## src/verilog/fecmd_pkg.sv

```systemverilog
// Package: constants, types and register map of the flash erase/unsecure command block
package fecmd_pkg;
  // AXI4-Lite register byte offsets
  localparam logic [7:0] FECMD_OFF_INDEX  = 8'h00; // Command word index
  localparam logic [7:0] FECMD_OFF_WORD   = 8'h04; // Command object word at current index
  localparam logic [7:0] FECMD_OFF_STATUS = 8'h08; // Flash status register
  localparam logic [7:0] FECMD_OFF_SECCFG = 8'h0c; // Security config register
  localparam logic [7:0] FECMD_OFF_CTRL   = 8'h10; // Mode, protection and array result control
  // Status bit positions
  localparam int FECMD_ST_CCF   = 7;
  localparam int FECMD_ST_ACC   = 5;
  localparam int FECMD_ST_PVIOL = 4;
  localparam int FECMD_ST_VERR  = 1;
  localparam int FECMD_ST_UNC   = 0;
  // Security config fields
  localparam int FECMD_SC_KEY_LO = 6;
  localparam int FECMD_SC_KEY_HI = 7;
  localparam int FECMD_SC_SEC_LO = 0;
  localparam int FECMD_SC_SEC_HI = 1;
  localparam logic [1:0] FECMD_KEY_ENABLED = 2'b10;
  localparam logic [1:0] FECMD_SEC_OPEN    = 2'b10;
  localparam logic [1:0] FECMD_SEC_CLOSED  = 2'b00;
  // Control fields
  localparam int FECMD_CT_MODE_OK = 0; // Erase/unsecure allowed in mode
  localparam int FECMD_CT_PROT_P  = 1; // P-flash has protected region
  localparam int FECMD_CT_PROT_D  = 2; // D-flash has protected region
  localparam int FECMD_CT_SECPROT = 3; // Addressed sector protected
  localparam int FECMD_CT_VFAIL   = 4; // Array verify reports error
  localparam int FECMD_CT_VUNC    = 5; // Array verify reports uncorrectable error
  // Command codes and required final index
  localparam logic [7:0] FECMD_CODE_BLK = 8'h09;
  localparam logic [7:0] FECMD_CODE_SEC = 8'h0a;
  localparam logic [7:0] FECMD_CODE_UNS = 8'h0b;
  localparam logic [7:0] FECMD_CODE_KEY = 8'h0c;
  localparam logic [2:0] FECMD_IDX_ERASE = 3'b001;
  localparam logic [2:0] FECMD_IDX_UNS   = 3'b000;
  localparam logic [2:0] FECMD_IDX_KEY   = 3'b100;
  // Block address field [22:16] kept in word 0 low 7 bits
  localparam logic [6:0] FECMD_BLK_D     = 7'h10;  // D-flash block number
  localparam logic [6:0] FECMD_BLK_P_MIN = 7'h40;  // First valid P-flash block
  localparam logic [15:0] FECMD_KEY_BASE = 16'hff00; // Key 0 at 0x7F_FF00
  // Erase time stand-in, in cycles of ref_clk
  localparam logic [15:0] FECMD_ERASE_CYC = 16'h0040;
  localparam logic [1:0] FECMD_RESP_OK     = 2'b00;
  localparam logic [1:0] FECMD_RESP_SLVERR = 2'b10;

  typedef struct packed {
    logic ccf;
    logic acc;
    logic pviol;
    logic verr;
    logic unc;
  } fecmd_stat_t;

  // Gray along launch -> check -> erase -> verify; verify -> done flips two bits
  typedef enum logic [2:0] {
    FECMD_IDLE   = 3'b000,
    FECMD_CHECK  = 3'b001,
    FECMD_ERASE  = 3'b011,
    FECMD_VERIFY = 3'b010,
    FECMD_KEYCMP = 3'b110,
    FECMD_DONE   = 3'b111
  } fecmd_state_t;
endpackage

```

## src/verilog/fecmd_timer.sv

```systemverilog
// Down counter that times the array erase phase
`timescale 1ns/10ps
module fecmd_timer #(
  parameter int WIDTH = 16
) (
  // Clock and control
  input  wire logic             ref_clk,
  input  wire logic             reset,
  input  wire logic             clk_en,
  // Load and status
  input  wire logic             load,
  input  wire logic [WIDTH-1:0] count,
  output logic                  busy
);
  logic [WIDTH-1:0] cnt_reg;

  // Load takes priority so a fresh erase always restarts the count
  always_ff @(posedge ref_clk) begin
    if (reset) begin
      cnt_reg <= '0;
    end else if (clk_en) begin
      if (load) cnt_reg <= count;
      else if (cnt_reg != '0) cnt_reg <= cnt_reg - 1'b1;
    end
  end

  assign busy = (cnt_reg != '0);
endmodule

```

## src/verilog/fecmd_core.sv

```systemverilog
// Flash erase, sector erase, unsecure and backdoor key command sequencer
//
// The AXI4-Lite interface to the registers and the register addresses were left to the implementer.
`timescale 1ns/10ps
module fecmd_core
  import fecmd_pkg::*;
#(
  parameter logic [15:0] ERASE_CYC = fecmd_pkg::FECMD_ERASE_CYC
) (
  // Clock, reset, enable
  input  wire logic        ref_clk,
  input  wire logic        reset,
  input  wire logic        clk_en,
  // AXI4-Lite write address and data
  input  wire logic [7:0]  s_axi_awaddr,
  input  wire logic        s_axi_awvalid,
  output logic             s_axi_awready,
  input  wire logic [31:0] s_axi_wdata,
  input  wire logic [3:0]  s_axi_wstrb,
  input  wire logic        s_axi_wvalid,
  output logic             s_axi_wready,
  // AXI4-Lite write response
  output logic [1:0]       s_axi_bresp,
  output logic             s_axi_bvalid,
  input  wire logic        s_axi_bready,
  // AXI4-Lite read
  input  wire logic [7:0]  s_axi_araddr,
  input  wire logic        s_axi_arvalid,
  output logic             s_axi_arready,
  output logic [31:0]      s_axi_rdata,
  output logic [1:0]       s_axi_rresp,
  output logic             s_axi_rvalid,
  input  wire logic        s_axi_rready,
  // Security and status
  output logic             secure_open,
  output logic             command_complete_flag
);
  import fecmd_pkg::*;

  ////////////////////////////////////////////////////////////////////////////
  // Registers
  logic [2:0]   command_word_index_reg;
  logic [15:0]  command_object_word_reg [0:4];
  logic [15:0]  key_store_reg [0:3];
  fecmd_stat_t  stat_reg;
  logic [7:0]   security_config_register_reg;
  logic [5:0]   ctrl_reg;
  logic         key_locked_reg;
  fecmd_state_t state_reg;
  logic         aw_got_reg, w_got_reg;
  logic [7:0]   aw_addr_reg;
  logic [31:0]  w_data_reg;
  logic         erase_load;
  logic         erase_busy;

  ////////////////////////////////////////////////////////////////////////////
  // Write channel: address and data are latched in either order
  wire wr_fire   = aw_got_reg && w_got_reg && !s_axi_bvalid;
  wire wr_low    = s_axi_wstrb[0];
  wire wr_index  = wr_fire && (aw_addr_reg == FECMD_OFF_INDEX) && wr_low;
  wire wr_word   = wr_fire && (aw_addr_reg == FECMD_OFF_WORD) && wr_low;
  wire wr_status = wr_fire && (aw_addr_reg == FECMD_OFF_STATUS) && wr_low;
  wire wr_seccfg = wr_fire && (aw_addr_reg == FECMD_OFF_SECCFG) && wr_low;
  wire wr_ctrl   = wr_fire && (aw_addr_reg == FECMD_OFF_CTRL) && wr_low;
  wire wr_mapped = (aw_addr_reg == FECMD_OFF_INDEX) || (aw_addr_reg == FECMD_OFF_WORD)
                || (aw_addr_reg == FECMD_OFF_STATUS) || (aw_addr_reg == FECMD_OFF_SECCFG)
                || (aw_addr_reg == FECMD_OFF_CTRL);
  // Writing 1 to the complete flag launches; a launch write is ignored while busy
  wire idle      = (state_reg == FECMD_IDLE);
  wire launch    = wr_status && w_data_reg[FECMD_ST_CCF] && idle;
  wire clr_acc   = wr_status && w_data_reg[FECMD_ST_ACC];
  wire clr_pv    = wr_status && w_data_reg[FECMD_ST_PVIOL];
  // Next handshake state, worked out once so that every ready is a plain flip-flop
  wire aw_take     = s_axi_awvalid && s_axi_awready;
  wire w_take      = s_axi_wvalid && s_axi_wready;
  wire b_done      = s_axi_bvalid && s_axi_bready;
  wire aw_got_next = wr_fire ? 1'b0 : (aw_take || aw_got_reg);
  wire w_got_next  = wr_fire ? 1'b0 : (w_take || w_got_reg);
  wire bvalid_next = wr_fire || (s_axi_bvalid && !b_done);

  // A pending response blocks new writes, so one write at most is in flight
  always_ff @(posedge ref_clk) begin
    if (reset) begin
      aw_got_reg    <= 1'b0;
      w_got_reg     <= 1'b0;
      aw_addr_reg   <= 8'h00;
      w_data_reg    <= 32'h0000_0000;
      s_axi_bvalid  <= 1'b0;
      s_axi_bresp   <= FECMD_RESP_OK;
      s_axi_awready <= 1'b1;
      s_axi_wready  <= 1'b1;
    end else if (clk_en) begin
      aw_got_reg    <= aw_got_next;
      w_got_reg     <= w_got_next;
      s_axi_bvalid  <= bvalid_next;
      // Ready falls as soon as a channel is held or a response waits
      s_axi_awready <= !aw_got_next && !bvalid_next;
      s_axi_wready  <= !w_got_next && !bvalid_next;
      if (aw_take) aw_addr_reg <= s_axi_awaddr;
      if (w_take) w_data_reg <= s_axi_wdata;
      if (wr_fire) s_axi_bresp <= wr_mapped ? FECMD_RESP_OK : FECMD_RESP_SLVERR;
    end
  end

  ////////////////////////////////////////////////////////////////////////////
  // Read channel
  logic [31:0] rd_mux;
  always_comb begin
    case (s_axi_araddr)
      FECMD_OFF_INDEX:  rd_mux = {29'h0, command_word_index_reg};
      // Indexes past the last word read as zero instead of running off the array
      FECMD_OFF_WORD:   rd_mux = (command_word_index_reg <= FECMD_IDX_KEY) ?
                                 {16'h0, command_object_word_reg[command_word_index_reg]} :
                                 32'h0000_0000;
      FECMD_OFF_STATUS: rd_mux = {24'h0, stat_reg.ccf, 1'b0, stat_reg.acc, stat_reg.pviol,
                                  2'b00, stat_reg.verr, stat_reg.unc};
      FECMD_OFF_SECCFG: rd_mux = {24'h0, security_config_register_reg};
      FECMD_OFF_CTRL:   rd_mux = {25'h0, key_locked_reg, ctrl_reg};
      default:          rd_mux = 32'h0000_0000;
    endcase
  end
  // Unused or unaligned addresses answer with a slave error
  wire rd_mapped = (s_axi_araddr <= FECMD_OFF_CTRL) && (s_axi_araddr[1:0] == 2'b00);
  wire ar_take     = s_axi_arvalid && s_axi_arready;
  wire rvalid_next = ar_take || (s_axi_rvalid && !s_axi_rready);

  // Read data is captured at the taking edge so it stands for as long as rvalid
  always_ff @(posedge ref_clk) begin
    if (reset) begin
      s_axi_rvalid  <= 1'b0;
      s_axi_rdata   <= 32'h0000_0000;
      s_axi_rresp   <= FECMD_RESP_OK;
      s_axi_arready <= 1'b1;
    end else if (clk_en) begin
      s_axi_rvalid  <= rvalid_next;
      s_axi_arready <= !rvalid_next;
      if (ar_take) begin
        s_axi_rdata <= rd_mux;
        s_axi_rresp <= rd_mapped ? FECMD_RESP_OK : FECMD_RESP_SLVERR;
      end
    end
  end

  ////////////////////////////////////////////////////////////////////////////
  // Launch checks, decoded from the loaded command object
  wire [7:0]  cmd_code  = command_object_word_reg[0][15:8];
  wire [6:0]  cmd_blk   = command_object_word_reg[0][6:0];
  wire [15:0] cmd_addr  = command_object_word_reg[1];
  wire is_blk = (cmd_code == FECMD_CODE_BLK);
  wire is_sec = (cmd_code == FECMD_CODE_SEC);
  wire is_uns = (cmd_code == FECMD_CODE_UNS);
  wire is_key = (cmd_code == FECMD_CODE_KEY);
  wire blk_is_d  = (cmd_blk == FECMD_BLK_D);
  wire blk_is_p  = (cmd_blk >= FECMD_BLK_P_MIN);
  wire idx_bad   = (is_blk || is_sec) ? (command_word_index_reg != FECMD_IDX_ERASE) :
                   is_uns ? (command_word_index_reg != FECMD_IDX_UNS) :
                   (command_word_index_reg != FECMD_IDX_KEY);
  wire mode_bad  = (is_blk || is_sec || is_uns) && !ctrl_reg[FECMD_CT_MODE_OK];
  // Phrase alignment for program flash, word alignment for data flash
  wire blk_bad   = is_blk && (!(blk_is_p || blk_is_d) ||
                   (blk_is_p && cmd_addr[2:0] != 3'b000) ||
                   (blk_is_d && cmd_addr[0]));
  wire sec_bad   = is_sec && (!blk_is_p || cmd_addr[2:0] != 3'b000);
  wire prot_any  = ctrl_reg[FECMD_CT_PROT_P] || ctrl_reg[FECMD_CT_PROT_D];
  wire pv_hit    = (is_blk && (blk_is_p ? ctrl_reg[FECMD_CT_PROT_P]
                                        : ctrl_reg[FECMD_CT_PROT_D]))
                || (is_sec && ctrl_reg[FECMD_CT_SECPROT])
                || (is_uns && prot_any);
  wire key_off   = security_config_register_reg[FECMD_SC_KEY_HI:FECMD_SC_KEY_LO]
                   != FECMD_KEY_ENABLED;
  wire unknown   = !(is_blk || is_sec || is_uns || is_key);
  wire acc_fail  = idx_bad || mode_bad || blk_bad || sec_bad || unknown
                || (is_key && (key_off || key_locked_reg));
  // Key words 1..4 against the stored comparison key, word 0 at the base location
  logic [3:0] key_eq;
  genvar gk;
  generate
    for (gk = 0; gk < 4; gk++) begin : g_key
      assign key_eq[gk] = (command_object_word_reg[gk+1] == key_store_reg[gk]);
    end
  endgenerate
  wire key_match = &key_eq;

  // The timer loads only on a clean launch, so a refused command never touches the array
  assign erase_load = (state_reg == FECMD_CHECK) && !acc_fail && !pv_hit && !is_key;

  fecmd_timer #(.WIDTH(16)) u_timer (
    .ref_clk (ref_clk),
    .reset   (reset),
    .clk_en  (clk_en),
    .load    (erase_load),
    .count   (ERASE_CYC),
    .busy    (erase_busy)
  );

  ////////////////////////////////////////////////////////////////////////////
  // Command sequencer
  always_ff @(posedge ref_clk) begin
    if (reset) begin
      state_reg <= FECMD_IDLE;
    end else if (clk_en) begin
      case (state_reg)
        FECMD_IDLE:   if (launch) state_reg <= FECMD_CHECK;
        // Failed checks go straight to done with no array activity
        FECMD_CHECK:  state_reg <= (acc_fail || pv_hit) ? FECMD_DONE :
                                   is_key ? FECMD_KEYCMP : FECMD_ERASE;
        FECMD_ERASE:  if (!erase_busy && !erase_load) state_reg <= FECMD_VERIFY;
        FECMD_VERIFY: state_reg <= FECMD_DONE;
        FECMD_KEYCMP: state_reg <= FECMD_DONE;
        FECMD_DONE:   state_reg <= FECMD_IDLE;
        default:      state_reg <= FECMD_IDLE;
      endcase
    end
  end

  ////////////////////////////////////////////////////////////////////////////
  // Status flags, security and software-held registers
  // Unsecure opens security only after a clean verify; any failure leaves the field as it was
  wire unsec_ok = is_uns && !ctrl_reg[FECMD_CT_VFAIL] && !ctrl_reg[FECMD_CT_VUNC];
  always_ff @(posedge ref_clk) begin
    if (reset) begin
      stat_reg                     <= '{ccf: 1'b1, default: 1'b0};
      security_config_register_reg <= 8'h00;
      ctrl_reg                     <= 6'h00;
      command_word_index_reg       <= 3'b000;
      key_locked_reg               <= 1'b0;
      for (int i = 0; i < 5; i++) command_object_word_reg[i] <= 16'h0000;
      for (int i = 0; i < 4; i++) key_store_reg[i] <= 16'h0000;
    end else if (clk_en) begin
      if (wr_index) command_word_index_reg <= w_data_reg[2:0];
      if (wr_word && idle && command_word_index_reg <= FECMD_IDX_KEY)
        command_object_word_reg[command_word_index_reg] <= w_data_reg[15:0];
      if (wr_ctrl) ctrl_reg <= w_data_reg[5:0];
      // Key store write reuses seccfg upper half as the key word select
      if (wr_seccfg && idle) begin
        security_config_register_reg <= w_data_reg[7:0];
        if (w_data_reg[31]) key_store_reg[w_data_reg[25:24]] <= w_data_reg[23:8];
      end
      // Sticky error flags: hardware set wins over software clear
      if (clr_acc) stat_reg.acc <= 1'b0;
      if (clr_pv) stat_reg.pviol <= 1'b0;
      // Launch clears the verify flags left by the previous command
      if (launch) begin
        stat_reg.ccf  <= 1'b0;
        stat_reg.verr <= 1'b0;
        stat_reg.unc  <= 1'b0;
      end
      if (state_reg == FECMD_CHECK) begin
        if (acc_fail) stat_reg.acc <= 1'b1;
        else if (pv_hit) stat_reg.pviol <= 1'b1;
      end
      if (state_reg == FECMD_VERIFY) begin
        stat_reg.verr <= ctrl_reg[FECMD_CT_VFAIL] || ctrl_reg[FECMD_CT_VUNC];
        stat_reg.unc  <= ctrl_reg[FECMD_CT_VUNC];
        if (unsec_ok)
          security_config_register_reg[FECMD_SC_SEC_HI:FECMD_SC_SEC_LO] <= FECMD_SEC_OPEN;
      end
      // A failed key locks out every later key command until reset
      if (state_reg == FECMD_KEYCMP) begin
        if (key_match)
          security_config_register_reg[FECMD_SC_SEC_HI:FECMD_SC_SEC_LO] <= FECMD_SEC_OPEN;
        else begin
          stat_reg.acc   <= 1'b1;
          key_locked_reg <= 1'b1;
        end
      end
      if (state_reg == FECMD_DONE) stat_reg.ccf <= 1'b1;
    end
  end

  ////////////////////////////////////////////////////////////////////////////
  // Registered outputs
  always_ff @(posedge ref_clk) begin
    if (reset) begin
      secure_open           <= 1'b0;
      command_complete_flag <= 1'b1;
    end else if (clk_en) begin
      secure_open <= security_config_register_reg[FECMD_SC_SEC_HI:FECMD_SC_SEC_LO]
                     == FECMD_SEC_OPEN;
      command_complete_flag <= stat_reg.ccf;
    end
  end

  ////////////////////////////////////////////////////////////////////////////
  // Checks
  a_idx_err_check: assert property (@(posedge ref_clk) disable iff (reset)
    (clk_en && state_reg == FECMD_CHECK && idx_bad) |=> stat_reg.acc)
    else $error("index mismatch did not raise access error");
  a_mode_err_check: assert property (@(posedge ref_clk) disable iff (reset)
    (clk_en && state_reg == FECMD_CHECK && mode_bad) |=> stat_reg.acc)
    else $error("mode violation did not raise access error");
  a_fail_fast_done: assert property (@(posedge ref_clk) disable iff (reset)
    (clk_en && state_reg == FECMD_CHECK && acc_fail) ##1 clk_en |=> stat_reg.ccf)
    else $error("failed launch did not complete at once");
  a_prot_no_erase: assert property (@(posedge ref_clk) disable iff (reset)
    (clk_en && state_reg == FECMD_CHECK && pv_hit)
    |=> (state_reg == FECMD_DONE) && !erase_busy)
    else $error("protected target was erased");
  a_blk_addr_err: assert property (@(posedge ref_clk) disable iff (reset)
    (clk_en && state_reg == FECMD_CHECK && blk_bad) |=> stat_reg.acc)
    else $error("bad block address not flagged");
  a_sec_addr_err: assert property (@(posedge ref_clk) disable iff (reset)
    (clk_en && state_reg == FECMD_CHECK && sec_bad) |=> stat_reg.acc)
    else $error("bad sector address not flagged");
  a_key_off_err: assert property (@(posedge ref_clk) disable iff (reset)
    (clk_en && state_reg == FECMD_CHECK && is_key && key_off) |=> state_reg == FECMD_DONE)
    else $error("disabled key command compared");
  a_key_lock_hold: assert property (@(posedge ref_clk) disable iff (reset)
    key_locked_reg |=> key_locked_reg)
    else $error("key lock released before reset");
  a_unsec_keep_sec: assert property (@(posedge ref_clk) disable iff (reset)
    (clk_en && state_reg == FECMD_VERIFY && is_uns && ctrl_reg[FECMD_CT_VFAIL])
    |=> $stable(security_config_register_reg[FECMD_SC_SEC_HI:FECMD_SC_SEC_LO]))
    else $error("failed unsecure changed security");
  a_key_no_pviol: assert property (@(posedge ref_clk) disable iff (reset)
    (state_reg == FECMD_KEYCMP) |=> !$rose(stat_reg.pviol) && !$rose(stat_reg.verr))
    else $error("key command set protection or verify flag");
endmodule

```

## config.mk

```make
export PLATFORM = sky130hd
export DESIGN_NAME = fecmd_core
export DESIGN_NICKNAME = d
export VERILOG_FILES = /design/src/verilog/fecmd_pkg.sv /design/src/verilog/fecmd_timer.sv /design/src/verilog/fecmd_core.sv
export SDC_FILE = /design/constraint.sdc
export NUM_CORES = 1
export LEC_CHECK = 0
export BUFFER_PORTS_ARGS = -buffer_cell sky130_fd_sc_hd__buf_2
export CELL_PAD_IN_SITES_DETAIL_PLACEMENT = 1
export CELL_PAD_IN_SITES_GLOBAL_PLACEMENT = 1
export CORE_MARGIN = 3
export CORE_UTILIZATION = 51
export CTS_BUF_LIST = sky130_fd_sc_hd__clkbuf_4 sky130_fd_sc_hd__clkbuf_8
export DETAILED_ROUTE_END_ITERATION = 8
export PLACE_DENSITY = 0.8
export SLEW_MARGIN = 0
export SYNTH_ARGS = -nofsm -noshare
export SYNTH_HDL_FRONTEND = slang
export SYNTH_SLANG_ARGS = --single-unit
```

## constraint.sdc

```tcl
create_clock -name ref_clk -period 3.4 [get_ports ref_clk]
set_input_delay 0.34 -clock ref_clk [delete_from_list [all_inputs] [get_ports ref_clk]]
set_output_delay 0.34 -clock ref_clk [all_outputs]
set_load 0.02 [all_outputs]
```

; ---- Word level (Yosys, flattened, before mapping)
; Memory sizes are Yosys's and may differ from the RTL's. A register that Yosys moved wholly into a read port is not among the register bits.
; Cells that the tools add are included.
[totals]
output_inout_bits = 43
ram_bits = 144
in_bits = 60
regBits = 127
mem_count = 2
elab_cells = 226
[classes]
n_eq_ne = 28
n_reduce_logical = 113
magnitude_cmp = 3
muxes = 52
n_bitwise = 1
add_sub_neg = 1
[memory_table]
columns = memory, words, width, rd, rd_clocked_by_memory_dff, write_ports, line_no
row1 = command_object_word_reg, 5, 16, 6, 1, 5, fecmd_core.sv:43  ; logic [15:0] command_object_word_reg [0:4];
row2 = key_store_reg, 4, 16, 4, 0, 4, fecmd_core.sv:44  ; logic [15:0] key_store_reg [0:3];
[ops]
columns = operator, n
row1 = $mux 16, 5
row2 = $pmux 16 s5, 1
row3 = $eq 16x16->1, 4
row4 = $eq 8x4->1 const B, 8
row5 = $logic_and 1x1->1, 43
row6 = $reduce_or 16->1, 2
row7 = $mux 1, 27
row8 = $logic_or 1x1->1, 26
row9 = $mux 2, 11
row10 = $mux 3, 7
row11 = $reduce_and 2->1, 10
row12 = $logic_not 1->1, 18
row13 = $eq 8x3->1 const B, 2
row14 = $eq 8x5->1 const B, 2
row15 = $logic_not 8->1, 2
row16 = $reduce_bool 16->1, 1
row17 = $sub 16x1->16 const B, 1
row18 = $pmux 3 s4, 1
row19 = $le 8x5->1 const B, 1
row20 = $eq 7x5->1 const B, 1
row21 = $ge 7x7->1 const B, 1
row22 = $eq 3x2->1 const B, 2
row23 = $eq 3x3->1 const B, 2
row24 = $reduce_and 3->1, 2
row25 = other kinds (14), 18

; ---- Depth between registers and ports, before layout
; An unclocked memory read counts as a cell.
[depth]
word_depth = 19
depth_mapped = 10
ltp_nobuf = 7

; ---- By module
; A second synthesis with hierarchy kept.
[hier_totals]
cells_unflattened = 1152
area_unflattened_um2 = 13669.4
[by_module_without_submodules]
columns = mod, area_per_inst_um2, instances, seq_area_each_um2, cells_per_inst
row1 = fecmd_core, 12573.3, 1, 7587.3, 1009
row2 = fecmd_timer, 1096.1, 1, 320.3, 143

; ---- Least setup slack after synthesis
; Ideal clock, no wire load.
[synth_path]
kind = register -> register
startpoint = register s_axi_bvalid
endpoint = memory command_object_word_reg[1][0], enable pin
period_less_slack_ps = 2990
setup_ps = 411
arrival_ps = 2579
stages_incl_launch_ff = 7
required_time_ps = 2989
path_buffers = 1
path_slack_ps = 410
path_cell_list = dfxtp_1 > and4b_1 > and4_1 > and4_1 > buf_2 > nand2b_1 > o21ai_0
[synth_lines]
columns = item, line_no
row1 = from (decl), fecmd_core.sv:24  ; output logic s_axi_bvalid,
row2 = from (signal assigned), fecmd_core.sv:95  ; s_axi_bvalid <= bvalid_next;
row3 = to (decl), fecmd_core.sv:43

==> flow_summary.toml <==
[run_status]
outcome = "complete, no violations"

[synthesis]
synth_edf_count = 192
synth_top_family_by_area = "simple AND/OR/NAND/NOR gates"
synth_xor_area_share_pct = 4.20
synth.top_cell.area_share_pct = 43.2
number_of_register_bits_inferred_by_synthesis = 299
yosysUniqueCellTypes = 76
synth_sequential_area_ratio_pct = 59.2
post_synth_inst_count = 1095
post_synthesis_simple_gate_area_fraction_pct = 17.8
post_synth_instance_area_um2 = 13300
leading_cell_types_by_count_after_synthesis = "192 x sky130_fd_sc_hd__edfxtp_1, 131 x sky130_fd_sc_hd__and2_1, 107 x sky130_fd_sc_hd__dfxtp_1, 99 x sky130_fd_sc_hd__nand2_1, 67 x sky130_fd_sc_hd__a21oi_1"
synthesis.yosys.warnings = 0
adder_cell_area_share_of_the_yosys_netlist_pct = 0.0937
synth_top_cell_by_area = "sky130_fd_sc_hd__edfxtp_1"
yosys_most_used_dff = "sky130_fd_sc_hd__edfxtp_1"
avgSynthCellArea_um2 = 12.2
synth_compound_gate_area_share_pct = 7.32
yosys.cell_count.top_type = "sky130_fd_sc_hd__edfxtp_1"
async_flop_share_pct = 0
post_synthesis_mux_area_share_pct = 8.10
ys_top_cells_by_area = "sky130_fd_sc_hd__edfxtp_1 43%, sky130_fd_sc_hd__dfxtp_1 16%, sky130_fd_sc_hd__and2_1 6.1%"

[route]
post_drt_wl_per_cell_um = 23.1
route.antenna.remaining_nets = 0
drt_first_pass_iters = 5
remaining_drc_errors = 0
detailedRoute.firstIterationViolations = 705
wl_um = 37700
via_count = 9500
post_drt_via_cell_ratio = 5.82

[placed_design]
postPlaceCellArea_um2 = 14200
detailed_place_hpwl_um = 25900
port_buffers = 76
placedCellCount = 1515
globalplace.congestion = 0.870

[timing]
rsz0062_at_grt = "false"
finalSetupViolations = 0
slew-limit-headroom_pct = 20.1
setup_tns_ns = 0
finalClockSkew_ns = 0.0269
final.period_utilization_pct = 84.5
worstMarginPinSlew_ns = 1.19
finalWorstPathRequiredPeriod_ns = 2.87
fmax_mhz = 348
report.final.hold_viol_count = 0
timing_max_transition_violations_final = 0

[cts]
postCtsSetupRepairBufs = 0
cts_inserted_buffers = 49
root_buffer = "sky130_fd_sc_hd__clkbuf_8"
cts_buffer_depth = 3
clk_latency_ns = 0.58
ctsHtreeMaxLevel = 2
cts_num_sinks = 299
clk_pin_slew_ns = 0.06
tritoncts = "yes"

[grt]
grt_max_degree = 54
antenna_found_initial = 4
leftover_overflow_at_the_end_of_global_routing = 0
first_global_vias = 9939
grt_util_all_layers_pct = 26.7
grt_pass1_wl_um = 58000

[critical_path]
cp_data_arrival_time_ns = 3.29
worst_r2r_path_depth = 6
critical_path.cell_chain = "nor3_1, and4_1, and4_1, nand2b_1, nor2_1, and2_1"
critPathMaxStageDelay_ns = 0.94
reg2reg_to = "command_object_word_reg[1][8]$_SDFFCE_PN0P_"
r2r-start = "aw_addr_reg[7]$_SDFFE_PP0P_"
critical_path_peak_fanout = 16
crit_path_frequent_cell = "sky130_fd_sc_hd__and4_1"
worst_ep_required_time_ns = 3.82
slowest_stage = "sky130_fd_sc_hd__nor2_1"
critPathLaunchType = "flip-flop"
setup.worst_path.class = "flip-flop to flip-flop"
critical_path.endpoint_type = "flip-flop"
ff2ff_setup_slack_ns = 0.53

[finish]
flip_flop_count_of_the_largest_register_after_layout = 128
post-route-cell-area_um2 = 15500
final_nets = 1326
number_of_cells_in_the_finished_layout_apart_from_fillers = 1633
area_growth_pct = 16.1
post_route_cells_drive_above_1_share_pct = 19.8
antennaDiodeCount = 0

[die]
floorplan.initialDensity_pct = 52.4
die_width_um = 168
top_level_ports = 103
chipHeight_um = 168
row_count = 58
design.die.area_um2 = 28100
fp.coreArea_um2 = 25500

[power_and_ir_drop]
ir_drop_uv = 424
total_power_density_per_cell_area_nw_per_um2 = 555
leakage_component_of_the_power_nw = 5.86

[min_path]
timing.hold.worst_path_depth = 3
timing.hold.worst.start = "s_axi_wdata[5]"
worst_hold_path_type = "primary input to flip-flop"
whs_endpoint = "w_data_reg[5]$_SDFFE_PP0P_"

[run]
maxCapViolCount = 0
==> layout by cell type, fill, tap and decap left out, types with 52 or more instances in the layout <==
cell	instances
sky130_fd_sc_hd__edfxtp_1	192
sky130_fd_sc_hd__and2_1	131
sky130_fd_sc_hd__dfxtp_1	106
sky130_fd_sc_hd__nand2_1	99
sky130_fd_sc_hd__buf_2	75
sky130_fd_sc_hd__a21oi_1	67
sky130_fd_sc_hd__conb_1	66
sky130_fd_sc_hd__xnor2_1	64
sky130_fd_sc_hd__clkbuf_8	59
sky130_fd_sc_hd__nor2_1	52
==> per-layer routing <==
layer	GRT usage, %	vias to the layer above	share of wire [%]
met1	36.6	4814	42
met2	44.2	354	48
met5	0	-	0.11
met3	4.72	77	7.0
li1	-	4249	-
met4	7.19	6	2.4
==> power breakdown <==
| group | total, mW | internal, mW | switching [mW] |
|---|---|---|---|
| registers | 4.29 | 4.07 | 0.216 |
| clock network | 3.26 | 1.83 | 1.43 |
| logic | 1.06 | 0.444 | 0.612 |
| total | 8.61 | 6.35 | 2.26 |
==> cell type report <==
| cell class | instances | area [µm²] |
|---|---|---|
| tap | 330 | 413 |
| sequential | 299 | 7910 |
| clock buffer | 83 | 992 |
| timing repair buffer | 128 | 846 |
| fill | 2619 | 9970 |
| clock inverter | 6 | 36.3 |
| inverter | 13 | 48.8 |
| multi-input combinational | 774 | 5260 |
==> how the worst max path moves through the flow <==
stage                                                 start                                           to  slack, ns
2_1_floorplan                     s_axi_bvalid$_SDFFE_PP0P_  command_object_word_reg[1][0]$_SDFFCE_PN0P_       0.41
3_3_place_gp   command_object_word_reg[0][12]$_SDFFCE_PN0P_              u_timer.cnt_reg[9]$_SDFFE_PP0P_       0.68
3_5_place_dp   command_object_word_reg[0][12]$_SDFFCE_PN0P_              u_timer.cnt_reg[9]$_SDFFE_PP0P_       0.57
4_1_cts        command_object_word_reg[0][12]$_SDFFCE_PN0P_              u_timer.cnt_reg[9]$_SDFFE_PP0P_       0.54
5_1_grt        command_object_word_reg[0][12]$_SDFFCE_PN0P_             u_timer.cnt_reg[12]$_SDFFE_PP0P_       0.40
6_report                        aw_addr_reg[7]$_SDFFE_PP0P_  command_object_word_reg[1][8]$_SDFFCE_PN0P_       0.53
==> critical path: cells and delay by family, from the launching register on <==
family / cells / cell delay (ns)
simple gates: 6 / 2.41
flops: 1 / 0.32
==> logic make-up after synthesis <==
family | Yosys count
other cells | 1
flops | 299
compound gates | 150
mux | 67
fa+ha+maj | 1
buf+inv | 87
xor+xnor | 64
simple gates | 426
==> repair_timing <==
action / CTS / global route
hold buffers: 29 / 0
endpoints found under the hold margin: 29 / 0
gates resized for setup: 0 / 0
==> per-stage QoR <==
| stage | power [mW] | worst slack (ns) | hold slack (ns) | util (%) |
|---|---|---|---|---|
| final | 8.61 | 0.528 | 0.0309 | 60.9 |
| after global routing | 8.98 | 0.401 | 0.0314 | 60.9 |
| after CTS | 8.65 | 0.541 | 0.000784 | 60.9 |
| after detailed placement | 5.36 | 0.565 | 0.453 | 55.7 |
| after global placement | 5.30 | 0.681 | 0.441 | 55.7 |
| after floorplan | 5.08 | 0.410 | 0.431 | - |
Power figures use the tool's default switching activity.
